### config.mk
export PLATFORM = sky130hd
export DESIGN_NAME = rx_cell_processor
export DESIGN_NICKNAME = d
export VERILOG_FILES = /design/src/rx_cell_pkg.sv /design/src/rx_cell_processor.sv /design/src/cell_payload_mem.sv
export SDC_FILE = /design/constraint.sdc
export NUM_CORES = 2
export LEC_CHECK = 0
export BUFFER_PORTS_ARGS = -buffer_cell sky130_fd_sc_hd__buf_4
export CORE_MARGIN = 2
export CORE_UTILIZATION = 58
export CTS_BUF_LIST = sky130_fd_sc_hd__clkbuf_2
export DETAILED_ROUTE_END_ITERATION = 10
export PLACE_DENSITY = 0.74
export SYNTH_ARGS = -nofsm -noshare
export SYNTH_HDL_FRONTEND = slang
export SYNTH_HIERARCHICAL = 1
export SYNTH_SLANG_ARGS = --single-unit
export TNS_END_PERCENT = 20
### constraint.sdc
create_clock -name clk -period 15.9 [get_ports clk]
set_clock_uncertainty 0.1 [all_clocks]
set_input_delay 1.59 -clock clk [delete_from_list [all_inputs] [get_ports clk]]
set_output_delay 1.59 -clock clk [all_outputs]
set_load 0.02 [all_outputs]
### src/rx_cell_pkg.sv
// Notes on behaviour
// poll bit: 0 shared cell flag, 1 direct
// declare loss after programmed out-of-delineation period
// clear loss after same period in sync
// period zero declares loss at once
// period unit 1 ms e1, 1.326 ms t1
// latch trigger write copies counts, clears live
// cell count latch readable at eight addresses
// correctable counts only with correction enabled, mode
// counters frozen outside sync
// sync exit adds 1+5, or 6 uncorrectable
// seventh consecutive bad header leaves sync
// cell count rises per buffered sync cell
// overrun flag bit 0, cleared by read
// delineation change flag bit 1, read-cleared
// loss bit and receiver mode bit encoding
// state field 00 hunt, 01 presync, 1x sync
// irq while any low status flag set
// remove 0x55 offset before check
// correct single-bit errors in correction mode only
// descramble payload x^43+1 in presync/sync
// forward good cells, or all in pass mode
// drop idle and unassigned cells when enabled
// four unread cells overrun, later cells dropped
// masks gate overrun and delineation flags
package rx_cell_pkg;
  // register indices, byte address is four times the index
  localparam logic [7:0] IDX_PORT_CFG = 8'h60;
  localparam logic [7:0] IDX_PERIOD = 8'h61;
  localparam logic [7:0] IDX_LATCH = 8'h62;
  localparam logic [7:0] IDX_CORR = 8'h63;
  localparam logic [7:0] IDX_UNC_HI = 8'h64;
  localparam logic [7:0] IDX_UNC_LO = 8'h65;
  localparam logic [7:0] IDX_CELL_HI = 8'h66;
  localparam logic [7:0] IDX_CELL_LO = 8'h67;
  localparam logic [7:0] IDX_STATUS = 8'h68;
  localparam logic [7:0] IDX_CTRL = 8'h69;
  localparam logic [7:0] IDX_IRQ_MASK = 8'h6A;
  localparam int ALIAS_BITS = 5;
  localparam int ADDR_W = 10;
  // reset values
  localparam logic [7:0] PERIOD_RESET = 8'h66;
  localparam logic [5:0] CTRL_RESET = 6'h01;
  // field positions
  localparam int CFG_E1 = 0;
  localparam int CFG_POLL = 1;
  localparam int CTRL_CHECK_BYTE_OFFSET = 0;
  localparam int CTRL_CORR = 1;
  localparam int CTRL_DESCR = 2;
  localparam int CTRL_PASS = 3;
  localparam int CTRL_IDLE = 4;
  localparam int CTRL_UNAS = 5;
  localparam int MASK_OVR = 3;
  localparam int MASK_DELIN = 4;
  localparam logic [1:0] RESP_OKAY = 2'b00;
  localparam logic [1:0] RESP_SLVERR = 2'b10;
  // cell format and delineation
  localparam logic [5:0] HDR_LAST = 6'h04;
  localparam logic [5:0] HDR_BYTES = 6'h05;
  localparam logic [5:0] CELL_LAST = 6'h34;
  localparam logic [2:0] DELTA = 3'h6;
  localparam logic [2:0] ALPHA_LAST = 3'h6;
  localparam logic [3:0] EXIT_UNC_CORR = 4'h5;
  localparam logic [3:0] EXIT_UNC_DET = 4'h6;
  localparam logic [2:0] BUF_CELLS = 3'h4;
  localparam logic [7:0] CHECK_BYTE_OFFSET = 8'h55;
  localparam logic [7:0] CRC_POLY = 8'h07;
  localparam logic [31:0] IDLE_HDR = 32'h0000_0001;
  localparam logic [31:0] UNAS_HDR = 32'h0000_0000;
  localparam int SCR_LEN = 43;
  // period unit timing
  localparam int CLK_PERIOD_PS = 4000;
  localparam int E1_UNIT_NS = 1000000;
  localparam int T1_UNIT_NS = 1326000;
  localparam int E1_UNIT_CYCLES = E1_UNIT_NS / (CLK_PERIOD_PS / 1000);
  localparam int T1_UNIT_CYCLES = T1_UNIT_NS / (CLK_PERIOD_PS / 1000);
  localparam int PRE_W = 20;

  typedef enum logic [1:0] {
    ST_HUNT = 2'b00,
    ST_PRESYNC = 2'b01,
    ST_SYNC = 2'b10
  } delin_state_t;

  // header check over 32 header bits, msb first
  function automatic logic [7:0] crc8(input logic [31:0] d);
    logic [7:0] c;
    c = 8'h00;
    for (int i = 31; i >= 0; i--) begin
      c = {c[6:0], 1'b0} ^ ((c[7] ^ d[i]) ? CRC_POLY : 8'h00);
    end
    return c;
  endfunction

  // error mask of a single-bit error matching the syndrome, zero if none
  function automatic logic [39:0] fix_mask(input logic [7:0] syn);
    logic [39:0] m;
    m = '0;
    for (int j = 0; j < 32; j++) begin
      if (crc8(32'h0000_0001 << j) == syn) begin
        m[j + 8] = 1'b1;
      end
    end
    for (int k = 0; k < 8; k++) begin
      if ((8'h01 << k) == syn) begin
        m[k] = 1'b1;
      end
    end
    return m;
  endfunction
endpackage

### src/rx_cell_processor.sv
module rx_cell_processor #(
  parameter int E1_UNIT_CYCLES = rx_cell_pkg::E1_UNIT_CYCLES,
  parameter int T1_UNIT_CYCLES = rx_cell_pkg::T1_UNIT_CYCLES
) (
  input wire logic clk,
  input wire logic reset,
  input wire logic [9:0] awaddr,
  input wire logic awvalid,
  output logic awready,
  input wire logic [31:0] wdata,
  input wire logic [3:0] wstrb,
  input wire logic wvalid,
  output logic wready,
  output logic [1:0] bresp,
  output logic bvalid,
  input wire logic bready,
  input wire logic [9:0] araddr,
  input wire logic arvalid,
  output logic arready,
  output logic [31:0] rdata,
  output logic [1:0] rresp,
  output logic rvalid,
  input wire logic rready,
  input wire logic line_clk,
  input wire logic [7:0] line_data,
  input wire logic cell_rd,
  output logic [7:0] cell_data,
  output logic cell_valid,
  output logic cell_start,
  output logic single_cell_available,
  output logic direct_cell_available,
  output logic irq
);
  // link synchroniser, bit 8 carries the line clock
  logic [8:0] sync1, sync2, sync3;
  logic line_clk_state;
  wire agree = sync2[8] == sync3[8];
  wire byte_stb = agree && sync3[8] && !line_clk_state;
  wire [7:0] rx_byte = sync3[7:0];

  always_ff @(posedge clk) begin
    sync1 <= {line_clk, line_data};
    sync2 <= sync1;
    sync3 <= sync2;
    line_clk_state <= reset ? 1'b0 : (agree ? sync3[8] : line_clk_state);
  end

  // software state
  logic [1:0] port_cfg;
  logic [7:0] period;
  logic [5:0] ctrl;
  logic [1:0] irq_mask;
  logic [1:0] flags;
  logic [7:0] corr_cnt, lat_corr;
  logic [11:0] unc_cnt, lat_unc;
  logic [15:0] acc_cnt, lat_acc;

  // delineation state
  rx_cell_pkg::delin_state_t state;
  logic [39:0] win;
  logic [5:0] pos;
  logic [2:0] good_cnt, bad_cnt;
  logic [3:0] pend_unc;
  logic mode_corr;
  logic [rx_cell_pkg::SCR_LEN-1:0] scr_hist;

  // buffer state
  logic [39:0] hdr_store [4];
  logic [1:0] wr_slot, rd_slot;
  logic [2:0] cell_count;
  logic wr_active;
  logic [5:0] rd_pos;
  logic [7:0] hdr_byte;
  logic sel_hdr;
  logic [7:0] mem_q;

  wire check_byte_offset_en = ctrl[rx_cell_pkg::CTRL_CHECK_BYTE_OFFSET];
  wire corr_en = ctrl[rx_cell_pkg::CTRL_CORR];
  wire descr_en = ctrl[rx_cell_pkg::CTRL_DESCR];
  wire pass_en = ctrl[rx_cell_pkg::CTRL_PASS];
  wire idle_en = ctrl[rx_cell_pkg::CTRL_IDLE];
  wire unas_en = ctrl[rx_cell_pkg::CTRL_UNAS];
  wire poll_sel = port_cfg[rx_cell_pkg::CFG_POLL];

  // header check on the last five bytes
  wire [39:0] next_win = {win[31:0], rx_byte};
  wire [31:0] hdr_word = next_win[39:8];
  wire [7:0] hec_adj = next_win[7:0] ^ (check_byte_offset_en ? rx_cell_pkg::CHECK_BYTE_OFFSET : 8'h00);
  wire [7:0] syn = rx_cell_pkg::crc8(hdr_word) ^ hec_adj;
  wire [39:0] fix = rx_cell_pkg::fix_mask(syn);
  wire hec_ok = syn == 8'h00;
  wire correctable = corr_en && mode_corr && !hec_ok && (|fix);
  wire good = hec_ok || correctable;
  wire at_hdr = byte_stb && state != rx_cell_pkg::ST_HUNT && pos == rx_cell_pkg::HDR_LAST;
  wire hunt_hit = byte_stb && state == rx_cell_pkg::ST_HUNT && hec_ok;
  wire sync_hdr = at_hdr && state == rx_cell_pkg::ST_SYNC;
  wire leave_sync = sync_hdr && !good && bad_cnt == rx_cell_pkg::ALPHA_LAST;

  // cell filtering and buffer admission
  wire is_idle = hdr_word == rx_cell_pkg::IDLE_HDR && hec_ok;
  wire is_unas = hdr_word == rx_cell_pkg::UNAS_HDR && hec_ok;
  wire filtered = (idle_en && is_idle) || (unas_en && is_unas);
  wire want_cell = sync_hdr && !leave_sync && (good || pass_en) && !filtered;
  wire buf_full = cell_count == rx_cell_pkg::BUF_CELLS;
  wire start_write = want_cell && !buf_full;
  wire overrun_evt = want_cell && buf_full;

  // counter increments, only from sync headers
  wire corr_inc = (sync_hdr && correctable) || (leave_sync && corr_en);
  wire [3:0] unc_inc = leave_sync ? (corr_en ? rx_cell_pkg::EXIT_UNC_CORR : rx_cell_pkg::EXIT_UNC_DET)
                     : ((sync_hdr && good) ? pend_unc : 4'h0);
  wire acc_inc = start_write;

  // payload path and descrambler
  wire in_payload = byte_stb && state != rx_cell_pkg::ST_HUNT && pos >= rx_cell_pkg::HDR_BYTES;
  logic [7:0] dsc_byte;
  logic [rx_cell_pkg::SCR_LEN-1:0] next_hist;

  // self-synchronising x^43+1 over payload bits, msb first
  always_comb begin
    next_hist = scr_hist;
    dsc_byte = 8'h00;
    for (int i = 7; i >= 0; i--) begin
      dsc_byte[i] = rx_byte[i] ^ next_hist[rx_cell_pkg::SCR_LEN-1];
      next_hist = {next_hist[rx_cell_pkg::SCR_LEN-2:0], rx_byte[i]};
    end
  end

  wire [7:0] pay_byte = descr_en ? dsc_byte : rx_byte;
  wire mem_we = in_payload && wr_active;
  wire [5:0] wr_off = pos - rx_cell_pkg::HDR_BYTES;
  wire push = mem_we && pos == rx_cell_pkg::CELL_LAST;

  // delineation state machine
  always_ff @(posedge clk) begin
    if (reset) begin
      state <= rx_cell_pkg::ST_HUNT;
      pos <= 6'h00;
      good_cnt <= 3'h0;
      bad_cnt <= 3'h0;
      mode_corr <= 1'b1;
    end else begin
      if (hunt_hit) begin
        pos <= rx_cell_pkg::HDR_BYTES;
      end else if (byte_stb && state != rx_cell_pkg::ST_HUNT) begin
        pos <= (pos == rx_cell_pkg::CELL_LAST) ? 6'h00 : pos + 6'h01;
      end
      case (state)
        rx_cell_pkg::ST_HUNT: begin
          if (hunt_hit) begin
            state <= rx_cell_pkg::ST_PRESYNC;
            good_cnt <= 3'h1;
          end
        end
        rx_cell_pkg::ST_PRESYNC: begin
          if (at_hdr && !hec_ok) begin
            state <= rx_cell_pkg::ST_HUNT;
          end else if (at_hdr) begin
            good_cnt <= good_cnt + 3'h1;
            if (good_cnt + 3'h1 == rx_cell_pkg::DELTA) begin
              state <= rx_cell_pkg::ST_SYNC;
              bad_cnt <= 3'h0;
              mode_corr <= 1'b1;
            end
          end
        end
        rx_cell_pkg::ST_SYNC: begin
          if (leave_sync) begin
            state <= rx_cell_pkg::ST_HUNT;
          end else if (sync_hdr) begin
            bad_cnt <= good ? 3'h0 : bad_cnt + 3'h1;
            mode_corr <= hec_ok;
          end
        end
        default: begin
          state <= rx_cell_pkg::ST_HUNT;
        end
      endcase
    end
  end

  // header window, descrambler history, errored-run tally
  always_ff @(posedge clk) begin
    if (reset) begin
      win <= 40'h00_0000_0000;
      scr_hist <= '0;
      pend_unc <= 4'h0;
    end else begin
      if (byte_stb) begin
        win <= next_win;
      end
      if (in_payload) begin
        scr_hist <= next_hist;
      end
      if (leave_sync || (sync_hdr && good)) begin
        pend_unc <= 4'h0;
      end else if (sync_hdr) begin
        pend_unc <= pend_unc + 4'h1;
      end
    end
  end

  // cell buffer write and read bookkeeping
  wire rd_take = cell_rd && cell_count != 3'h0;
  wire pop = rd_take && rd_pos == rx_cell_pkg::CELL_LAST;
  wire [5:0] rd_off = rd_pos - rx_cell_pkg::HDR_BYTES;
  wire [39:0] rd_hdr = hdr_store[rd_slot];
  wire [7:0] rd_hdr_byte = rd_hdr[8'(39 - 8 * rd_pos) -: 8];

  always_ff @(posedge clk) begin
    if (reset) begin
      wr_slot <= 2'h0;
      rd_slot <= 2'h0;
      cell_count <= 3'h0;
      wr_active <= 1'b0;
      rd_pos <= 6'h00;
      hdr_byte <= 8'h00;
      sel_hdr <= 1'b0;
      cell_valid <= 1'b0;
      cell_start <= 1'b0;
    end else begin
      if (start_write) begin
        hdr_store[wr_slot] <= correctable ? next_win ^ fix : next_win;
        wr_active <= 1'b1;
      end else if (push) begin
        wr_active <= 1'b0;
        wr_slot <= wr_slot + 2'h1;
      end
      cell_count <= cell_count + {2'b00, push} - {2'b00, pop};
      cell_valid <= rd_take;
      cell_start <= rd_take && rd_pos == 6'h00;
      if (rd_take) begin
        hdr_byte <= rd_hdr_byte;
        sel_hdr <= rd_pos < rx_cell_pkg::HDR_BYTES;
        rd_pos <= pop ? 6'h00 : rd_pos + 6'h01;
        rd_slot <= pop ? rd_slot + 2'h1 : rd_slot;
      end
    end
  end

  cell_payload_mem payload_mem (
    .clk(clk),
    .wr_en(mem_we),
    .wr_addr({wr_slot, wr_off}),
    .wr_data(pay_byte),
    .rd_addr({rd_slot, rd_off}),
    .rd_data(mem_q)
  );

  assign cell_data = sel_hdr ? hdr_byte : mem_q;
  assign single_cell_available = !poll_sel && cell_count != 3'h0;
  assign direct_cell_available = poll_sel && cell_count != 3'h0;

  // loss-of-delineation integration
  logic cell_delineation_loss;
  logic [rx_cell_pkg::PRE_W-1:0] pre_cnt;
  logic [7:0] unit_cnt;
  wire out_of_delineation = state != rx_cell_pkg::ST_SYNC;
  wire loss_cond = cell_delineation_loss ? !out_of_delineation : out_of_delineation;
  wire [rx_cell_pkg::PRE_W-1:0] unit_last = port_cfg[rx_cell_pkg::CFG_E1]
      ? rx_cell_pkg::PRE_W'(E1_UNIT_CYCLES - 1) : rx_cell_pkg::PRE_W'(T1_UNIT_CYCLES - 1);
  wire unit_done = pre_cnt == unit_last;
  wire loss_toggle = loss_cond && (period == 8'h00 || (unit_done && unit_cnt + 8'h01 == period));

  always_ff @(posedge clk) begin
    if (reset) begin
      cell_delineation_loss <= 1'b1;
      pre_cnt <= '0;
      unit_cnt <= 8'h00;
    end else if (!loss_cond || loss_toggle) begin
      cell_delineation_loss <= cell_delineation_loss ^ loss_toggle;
      pre_cnt <= '0;
      unit_cnt <= 8'h00;
    end else begin
      pre_cnt <= unit_done ? '0 : pre_cnt + 1'b1;
      unit_cnt <= unit_done ? unit_cnt + 8'h01 : unit_cnt;
    end
  end

  // bus slave decode
  logic [9:0] aw_addr;
  logic [7:0] w_byte;
  logic aw_got, w_got, w_lane;
  wire [7:0] wr_idx = aw_addr[9:2];
  wire [7:0] rd_idx = araddr[9:2];
  wire do_write = aw_got && w_got && !bvalid;
  wire wr_en = do_write && w_lane;
  wire latch_wr = wr_en && wr_idx == rx_cell_pkg::IDX_LATCH;
  wire rd_go = arvalid && arready;
  wire stat_rd = rd_go && rd_idx == rx_cell_pkg::IDX_STATUS;
  wire cell_alias = rd_idx[rx_cell_pkg::ALIAS_BITS-1:0] == rx_cell_pkg::IDX_CELL_HI[rx_cell_pkg::ALIAS_BITS-1:0];
  wire cell_alias_lo = rd_idx[rx_cell_pkg::ALIAS_BITS-1:0] == rx_cell_pkg::IDX_CELL_LO[rx_cell_pkg::ALIAS_BITS-1:0];
  wire wr_hit = wr_idx == rx_cell_pkg::IDX_PORT_CFG || wr_idx == rx_cell_pkg::IDX_PERIOD
      || wr_idx == rx_cell_pkg::IDX_LATCH || wr_idx == rx_cell_pkg::IDX_CTRL || wr_idx == rx_cell_pkg::IDX_IRQ_MASK;
  wire [7:0] status_byte = {2'b00, state == rx_cell_pkg::ST_SYNC, state == rx_cell_pkg::ST_PRESYNC,
                            !mode_corr, cell_delineation_loss, flags};
  logic [7:0] rd_val;
  logic rd_hit;

  // read mux, latch aliases repeat every 32 indices
  always_comb begin
    rd_hit = 1'b1;
    if (rd_idx == rx_cell_pkg::IDX_PORT_CFG) begin
      rd_val = {6'h00, port_cfg};
    end else if (rd_idx == rx_cell_pkg::IDX_PERIOD) begin
      rd_val = period;
    end else if (rd_idx == rx_cell_pkg::IDX_LATCH) begin
      rd_val = 8'h00;
    end else if (rd_idx == rx_cell_pkg::IDX_CORR) begin
      rd_val = lat_corr;
    end else if (rd_idx == rx_cell_pkg::IDX_UNC_HI) begin
      rd_val = {4'h0, lat_unc[11:8]};
    end else if (rd_idx == rx_cell_pkg::IDX_UNC_LO) begin
      rd_val = lat_unc[7:0];
    end else if (cell_alias) begin
      rd_val = lat_acc[15:8];
    end else if (cell_alias_lo) begin
      rd_val = lat_acc[7:0];
    end else if (rd_idx == rx_cell_pkg::IDX_STATUS) begin
      rd_val = status_byte;
    end else if (rd_idx == rx_cell_pkg::IDX_CTRL) begin
      rd_val = {2'b00, ctrl};
    end else if (rd_idx == rx_cell_pkg::IDX_IRQ_MASK) begin
      rd_val = {3'h0, irq_mask, 3'h0};
    end else begin
      rd_val = 8'h00;
      rd_hit = 1'b0;
    end
  end

  assign awready = !aw_got && !bvalid;
  assign wready = !w_got && !bvalid;
  assign arready = !rvalid;

  // write channel capture and response
  always_ff @(posedge clk) begin
    if (reset) begin
      aw_got <= 1'b0;
      w_got <= 1'b0;
      aw_addr <= 10'h000;
      w_byte <= 8'h00;
      w_lane <= 1'b0;
      bvalid <= 1'b0;
      bresp <= rx_cell_pkg::RESP_OKAY;
    end else begin
      if (awvalid && awready) begin
        aw_got <= 1'b1;
        aw_addr <= awaddr;
      end
      if (wvalid && wready) begin
        w_got <= 1'b1;
        w_byte <= wdata[7:0];
        w_lane <= wstrb[0];
      end
      if (do_write) begin
        aw_got <= 1'b0;
        w_got <= 1'b0;
        bvalid <= 1'b1;
        bresp <= wr_hit ? rx_cell_pkg::RESP_OKAY : rx_cell_pkg::RESP_SLVERR;
      end else if (bready) begin
        bvalid <= 1'b0;
      end
    end
  end

  // read channel
  always_ff @(posedge clk) begin
    if (reset) begin
      rvalid <= 1'b0;
      rdata <= 32'h0000_0000;
      rresp <= rx_cell_pkg::RESP_OKAY;
    end else if (rd_go) begin
      rvalid <= 1'b1;
      rdata <= {24'h00_0000, rd_val};
      rresp <= rd_hit ? rx_cell_pkg::RESP_OKAY : rx_cell_pkg::RESP_SLVERR;
    end else if (rready) begin
      rvalid <= 1'b0;
    end
  end

  // software registers
  always_ff @(posedge clk) begin
    if (reset) begin
      port_cfg <= 2'h0;
      period <= rx_cell_pkg::PERIOD_RESET;
      ctrl <= rx_cell_pkg::CTRL_RESET;
      irq_mask <= 2'h0;
    end else if (wr_en) begin
      if (wr_idx == rx_cell_pkg::IDX_PORT_CFG) begin
        port_cfg <= w_byte[1:0];
      end
      if (wr_idx == rx_cell_pkg::IDX_PERIOD) begin
        period <= w_byte;
      end
      if (wr_idx == rx_cell_pkg::IDX_CTRL) begin
        ctrl <= w_byte[5:0];
      end
      if (wr_idx == rx_cell_pkg::IDX_IRQ_MASK) begin
        irq_mask <= {w_byte[rx_cell_pkg::MASK_DELIN], w_byte[rx_cell_pkg::MASK_OVR]};
      end
    end
  end

  // status flags, a set in the clearing cycle survives
  wire [1:0] flag_set = {loss_toggle && irq_mask[1], overrun_evt && irq_mask[0]};

  always_ff @(posedge clk) begin
    if (reset) begin
      flags <= 2'h0;
    end else begin
      flags <= (stat_rd ? 2'h0 : flags) | flag_set;
    end
  end

  assign irq = |flags;

  // live counters and their latches
  always_ff @(posedge clk) begin
    if (reset) begin
      corr_cnt <= 8'h00;
      unc_cnt <= 12'h000;
      acc_cnt <= 16'h0000;
      lat_corr <= 8'h00;
      lat_unc <= 12'h000;
      lat_acc <= 16'h0000;
    end else begin
      corr_cnt <= (latch_wr ? 8'h00 : corr_cnt) + {7'h00, corr_inc};
      unc_cnt <= (latch_wr ? 12'h000 : unc_cnt) + {8'h00, unc_inc};
      acc_cnt <= (latch_wr ? 16'h0000 : acc_cnt) + {15'h0000, acc_inc};
      if (latch_wr) begin
        lat_corr <= corr_cnt;
        lat_unc <= unc_cnt;
        lat_acc <= acc_cnt;
      end
    end
  end
endmodule

### src/cell_payload_mem.sv
// payload store, four cells of 48 bytes, registered read data
module cell_payload_mem (
  input wire logic clk,
  input wire logic wr_en,
  input wire logic [7:0] wr_addr,
  input wire logic [7:0] wr_data,
  input wire logic [7:0] rd_addr,
  output logic [7:0] rd_data
);
  logic [7:0] mem [256];

  // one write and one read per cycle
  always_ff @(posedge clk) begin
    if (wr_en) begin
      mem[wr_addr] <= wr_data;
    end
    rd_data <= mem[rd_addr];
  end
endmodule

==> flow_summary.toml <==
[status]
status = "complete, but fails checks"
violations = "max-capacitance violations"

[finish]
fill_cells = 12311
register_area_um2 = 72500
nNetsFinal = 6435
syn2layout_area_growth_pct = 8.24
final_area_um2 = 110000
fin_cells = 9097
postLayoutCoreUtil_pct = 63.1
multiInputGateArea_um2 = 26700
layout-drive-gt1-share_pct = 25.2

[critical_path]
path_class = "reg2reg"
cp.required_ns = 17.46
arrival_ns = 9.34
start_kind = "flip-flop"
cp_max_fo = 69
cp-end-kind = "flip-flop"

[routing]
ant_nets = 0
via_per_inst = 6.19
drc = 0
vias = 56270
finalWirelength_um = 240000
drt_iter0_markers = 6591
dr.pass1.iters = 8
wl_per_cell_um = 26.4

[hold_path]
worstHoldPathType = "reg2reg"

[sta]
finalCritPeriodShare_pct = 48.9
grt_setup_unrepaired = "false"
max_clock_freq_mhz = 129
tightest_slew_ns = 1.47
drv_slew = 0
fin_crit_ns = 7.78
slew_headroom_pct = 0.999
tns_ns = 0
setup_viol = 0
hold_violations = 0

[floorplanning]
pin_count = 127
die_h_um = 422
dieWidth_um = 422
row_count = 153
die-area_um2 = 178000
coreArea_um2 = 174000
start_util_pct = 58.3

[global_routing]
globalRouteOverflowTotal = 0
grt_pass1_vias = 56469
antenna_found_initial = 6
grt_usage_pct = 26.8
grt_pass1_wl_um = 354000
grt_max_degree = 255

[power_and_ir_drop]
p_per_area_nw_per_um2 = 106
leakage_nw = 37.0
vdd_ir_drop_max_uv = 84.6

[synthesis]
synth_seq_area_share_pct = 71.6
syn_inst = 5840
synth-seq-cells = 2517
ys_warn_count = 6
synth_edf_count = 2208
synth_cell_types = 94
ys.flop_type = "edfxtp_1"
synth_area_um2 = 101000
ys_async_sr_fraction_pct = 0
syn_area_per_cell_um2 = 17.3

[clock_network]
path_clk_slew_ns = 0.11
clock_latency_ns = 1.88
clockBufferDepth = 4
htree_levels = 6
clock_tree.root_cell = "clkbuf_2"
cts.sinks = 2517
cts_made_buffers = 618
cts_tree = "yes"

[flow_run]
cap_viol_max_count = 1

[placement]
dp_hpwl_um = 142000
place_area_um2 = 104000
gp_congestion = 0.891
dp_cells = 7975
io_buffers = 69
[worst paths after layout]
check,start,to,slack (ns),cells past startpoint
max reg2reg,rd_pos[0],payload_mem/rd_data[5],8.12,12
max,rd_pos[0],payload_mem/rd_data[5],8.12,12
min reg2reg,sync2[6],sync3[6],0.22,0
min,sync2[6],sync3[6],0.22,0
[layout by cell type (no fill, tap or decap), types with 114 or more instances in the layout]
cell type	instances
a21oi_1	278
a22oi_1	144
buf_4	165
clkbuf_2	906
clkinv_1	114
dfxtp_1	307
edfxtp_1	2208
mux2i_1	205
mux4_2	494
nand2_1	363
nor2_1	471
[flip-flops by register name, summed over array words and instances (netlist names), 12 cells and up, named ones only]
name and count:
payload_mem/mem 2048, hdr_store 160, scr_hist 43, win 32, pre_cnt 20, acc_cnt 16
lat_acc 16, lat_unc 12, unc_cnt 12
[power by group]
part	internal, mW	switching, mW
logic	0.0897	0.230
clock network	1.62	2.47
registers	7.17	0.0145
total	8.89	2.72
[critical path, stage by stage, from the launching register on]
cell and delay (ns):
dfxtp_1 0.63, inv_8 0.70, buf_4 0.70, buf_4 0.70
buf_4 0.80, buf_4 0.79, buf_4 0.77, mux2i_1 0.20
o221ai_1 0.30, a21oi_1 0.12, o32ai_1 0.64, nor3_1 0.24
nor4_1 0.62
[per-layer routing]
metal / GRT usage, % / wire length, µm / vias to the layer above
met4: 11.7 / 9970 / 6
met3: 6.98 / 24700 / 495
met5: 0 / 41 / -
li1: - / - / 24379
met2: 41.9 / 115000 / 2973
met1: 36.0 / 90600 / 28417
[cells by family after synthesis]
family	after synthesis	share of synthesized area, %
flip-flops	2517	71.6
AND/OR/NAND/NOR	1244	5.57
multiplexers	721	13.3
AO/OA/AOI/OAI	690	4.44
buffers and inverters	429	2.27
XOR/XNOR	206	2.35
adder cells (fa/ha/maj)	32	0.411
other	1	0.00371
[metrics by stage]
stage	hold WS, ns	total power [mW]	setup WS, ns
detailed placement	0.215	7.64	8.13
floorplan	0.210	7.57	6.26
global placement	0.212	7.63	8.21
CTS	0.0122	11.7	8.08
finish	0.219	11.6	8.12
global route	0.105	12.1	7.59
[layout make-up]
class	instances	area share, %
inverters	43	0.161
clock inverters	148	0.706
repair buffers	231	1.78
flip-flops and latches	2517	66.2
multi-input cells	2919	24.3
diodes	8	0.0183
clock buffers	906	4.14
well taps	2325	2.66
[synth_stat cells, types with 28 or more instances]
| cell | n | area share, % |
|---|---|---|
| edfxtp_1 | 2208 | 66 |
| nand2_1 | 364 | 1.4 |
| inv_1 | 41 | 0.15 |
| nand4_1 | 49 | 0.30 |
| nor2b_1 | 50 | 0.31 |
| xor2_1 | 64 | 0.55 |
| and2_1 | 28 | 0.17 |
| dfxtp_1 | 309 | 6.1 |
| a22oi_1 | 144 | 1.1 |
| nor2_1 | 474 | 1.8 |
| ha_1 | 30 | 0.37 |
| o22ai_1 | 42 | 0.26 |
| a21oi_1 | 279 | 1.4 |
| o21ai_0 | 41 | 0.20 |
| mux4_2 | 494 | 11 |
| nor4_1 | 45 | 0.28 |
| buf_2 | 39 | 0.19 |
| o221ai_1 | 48 | 0.42 |
| buf_1 | 35 | 0.13 |
| xnor2_1 | 101 | 0.87 |
| mux2i_1 | 205 | 2.0 |
| buf_4 | 55 | 0.41 |
| nand3_1 | 85 | 0.42 |
| nor3_1 | 51 | 0.25 |
| clkbuf_1 | 214 | 0.79 |
[repair_timing]
action,in CTS,in global routing
hold buffers,60,0
buffers inserted,0,0
gates resized for setup,0,0
endpoints found under the hold margin,100,0
endpoints found under the setup margin,0,0
Power figures use the tool's default switching activity.
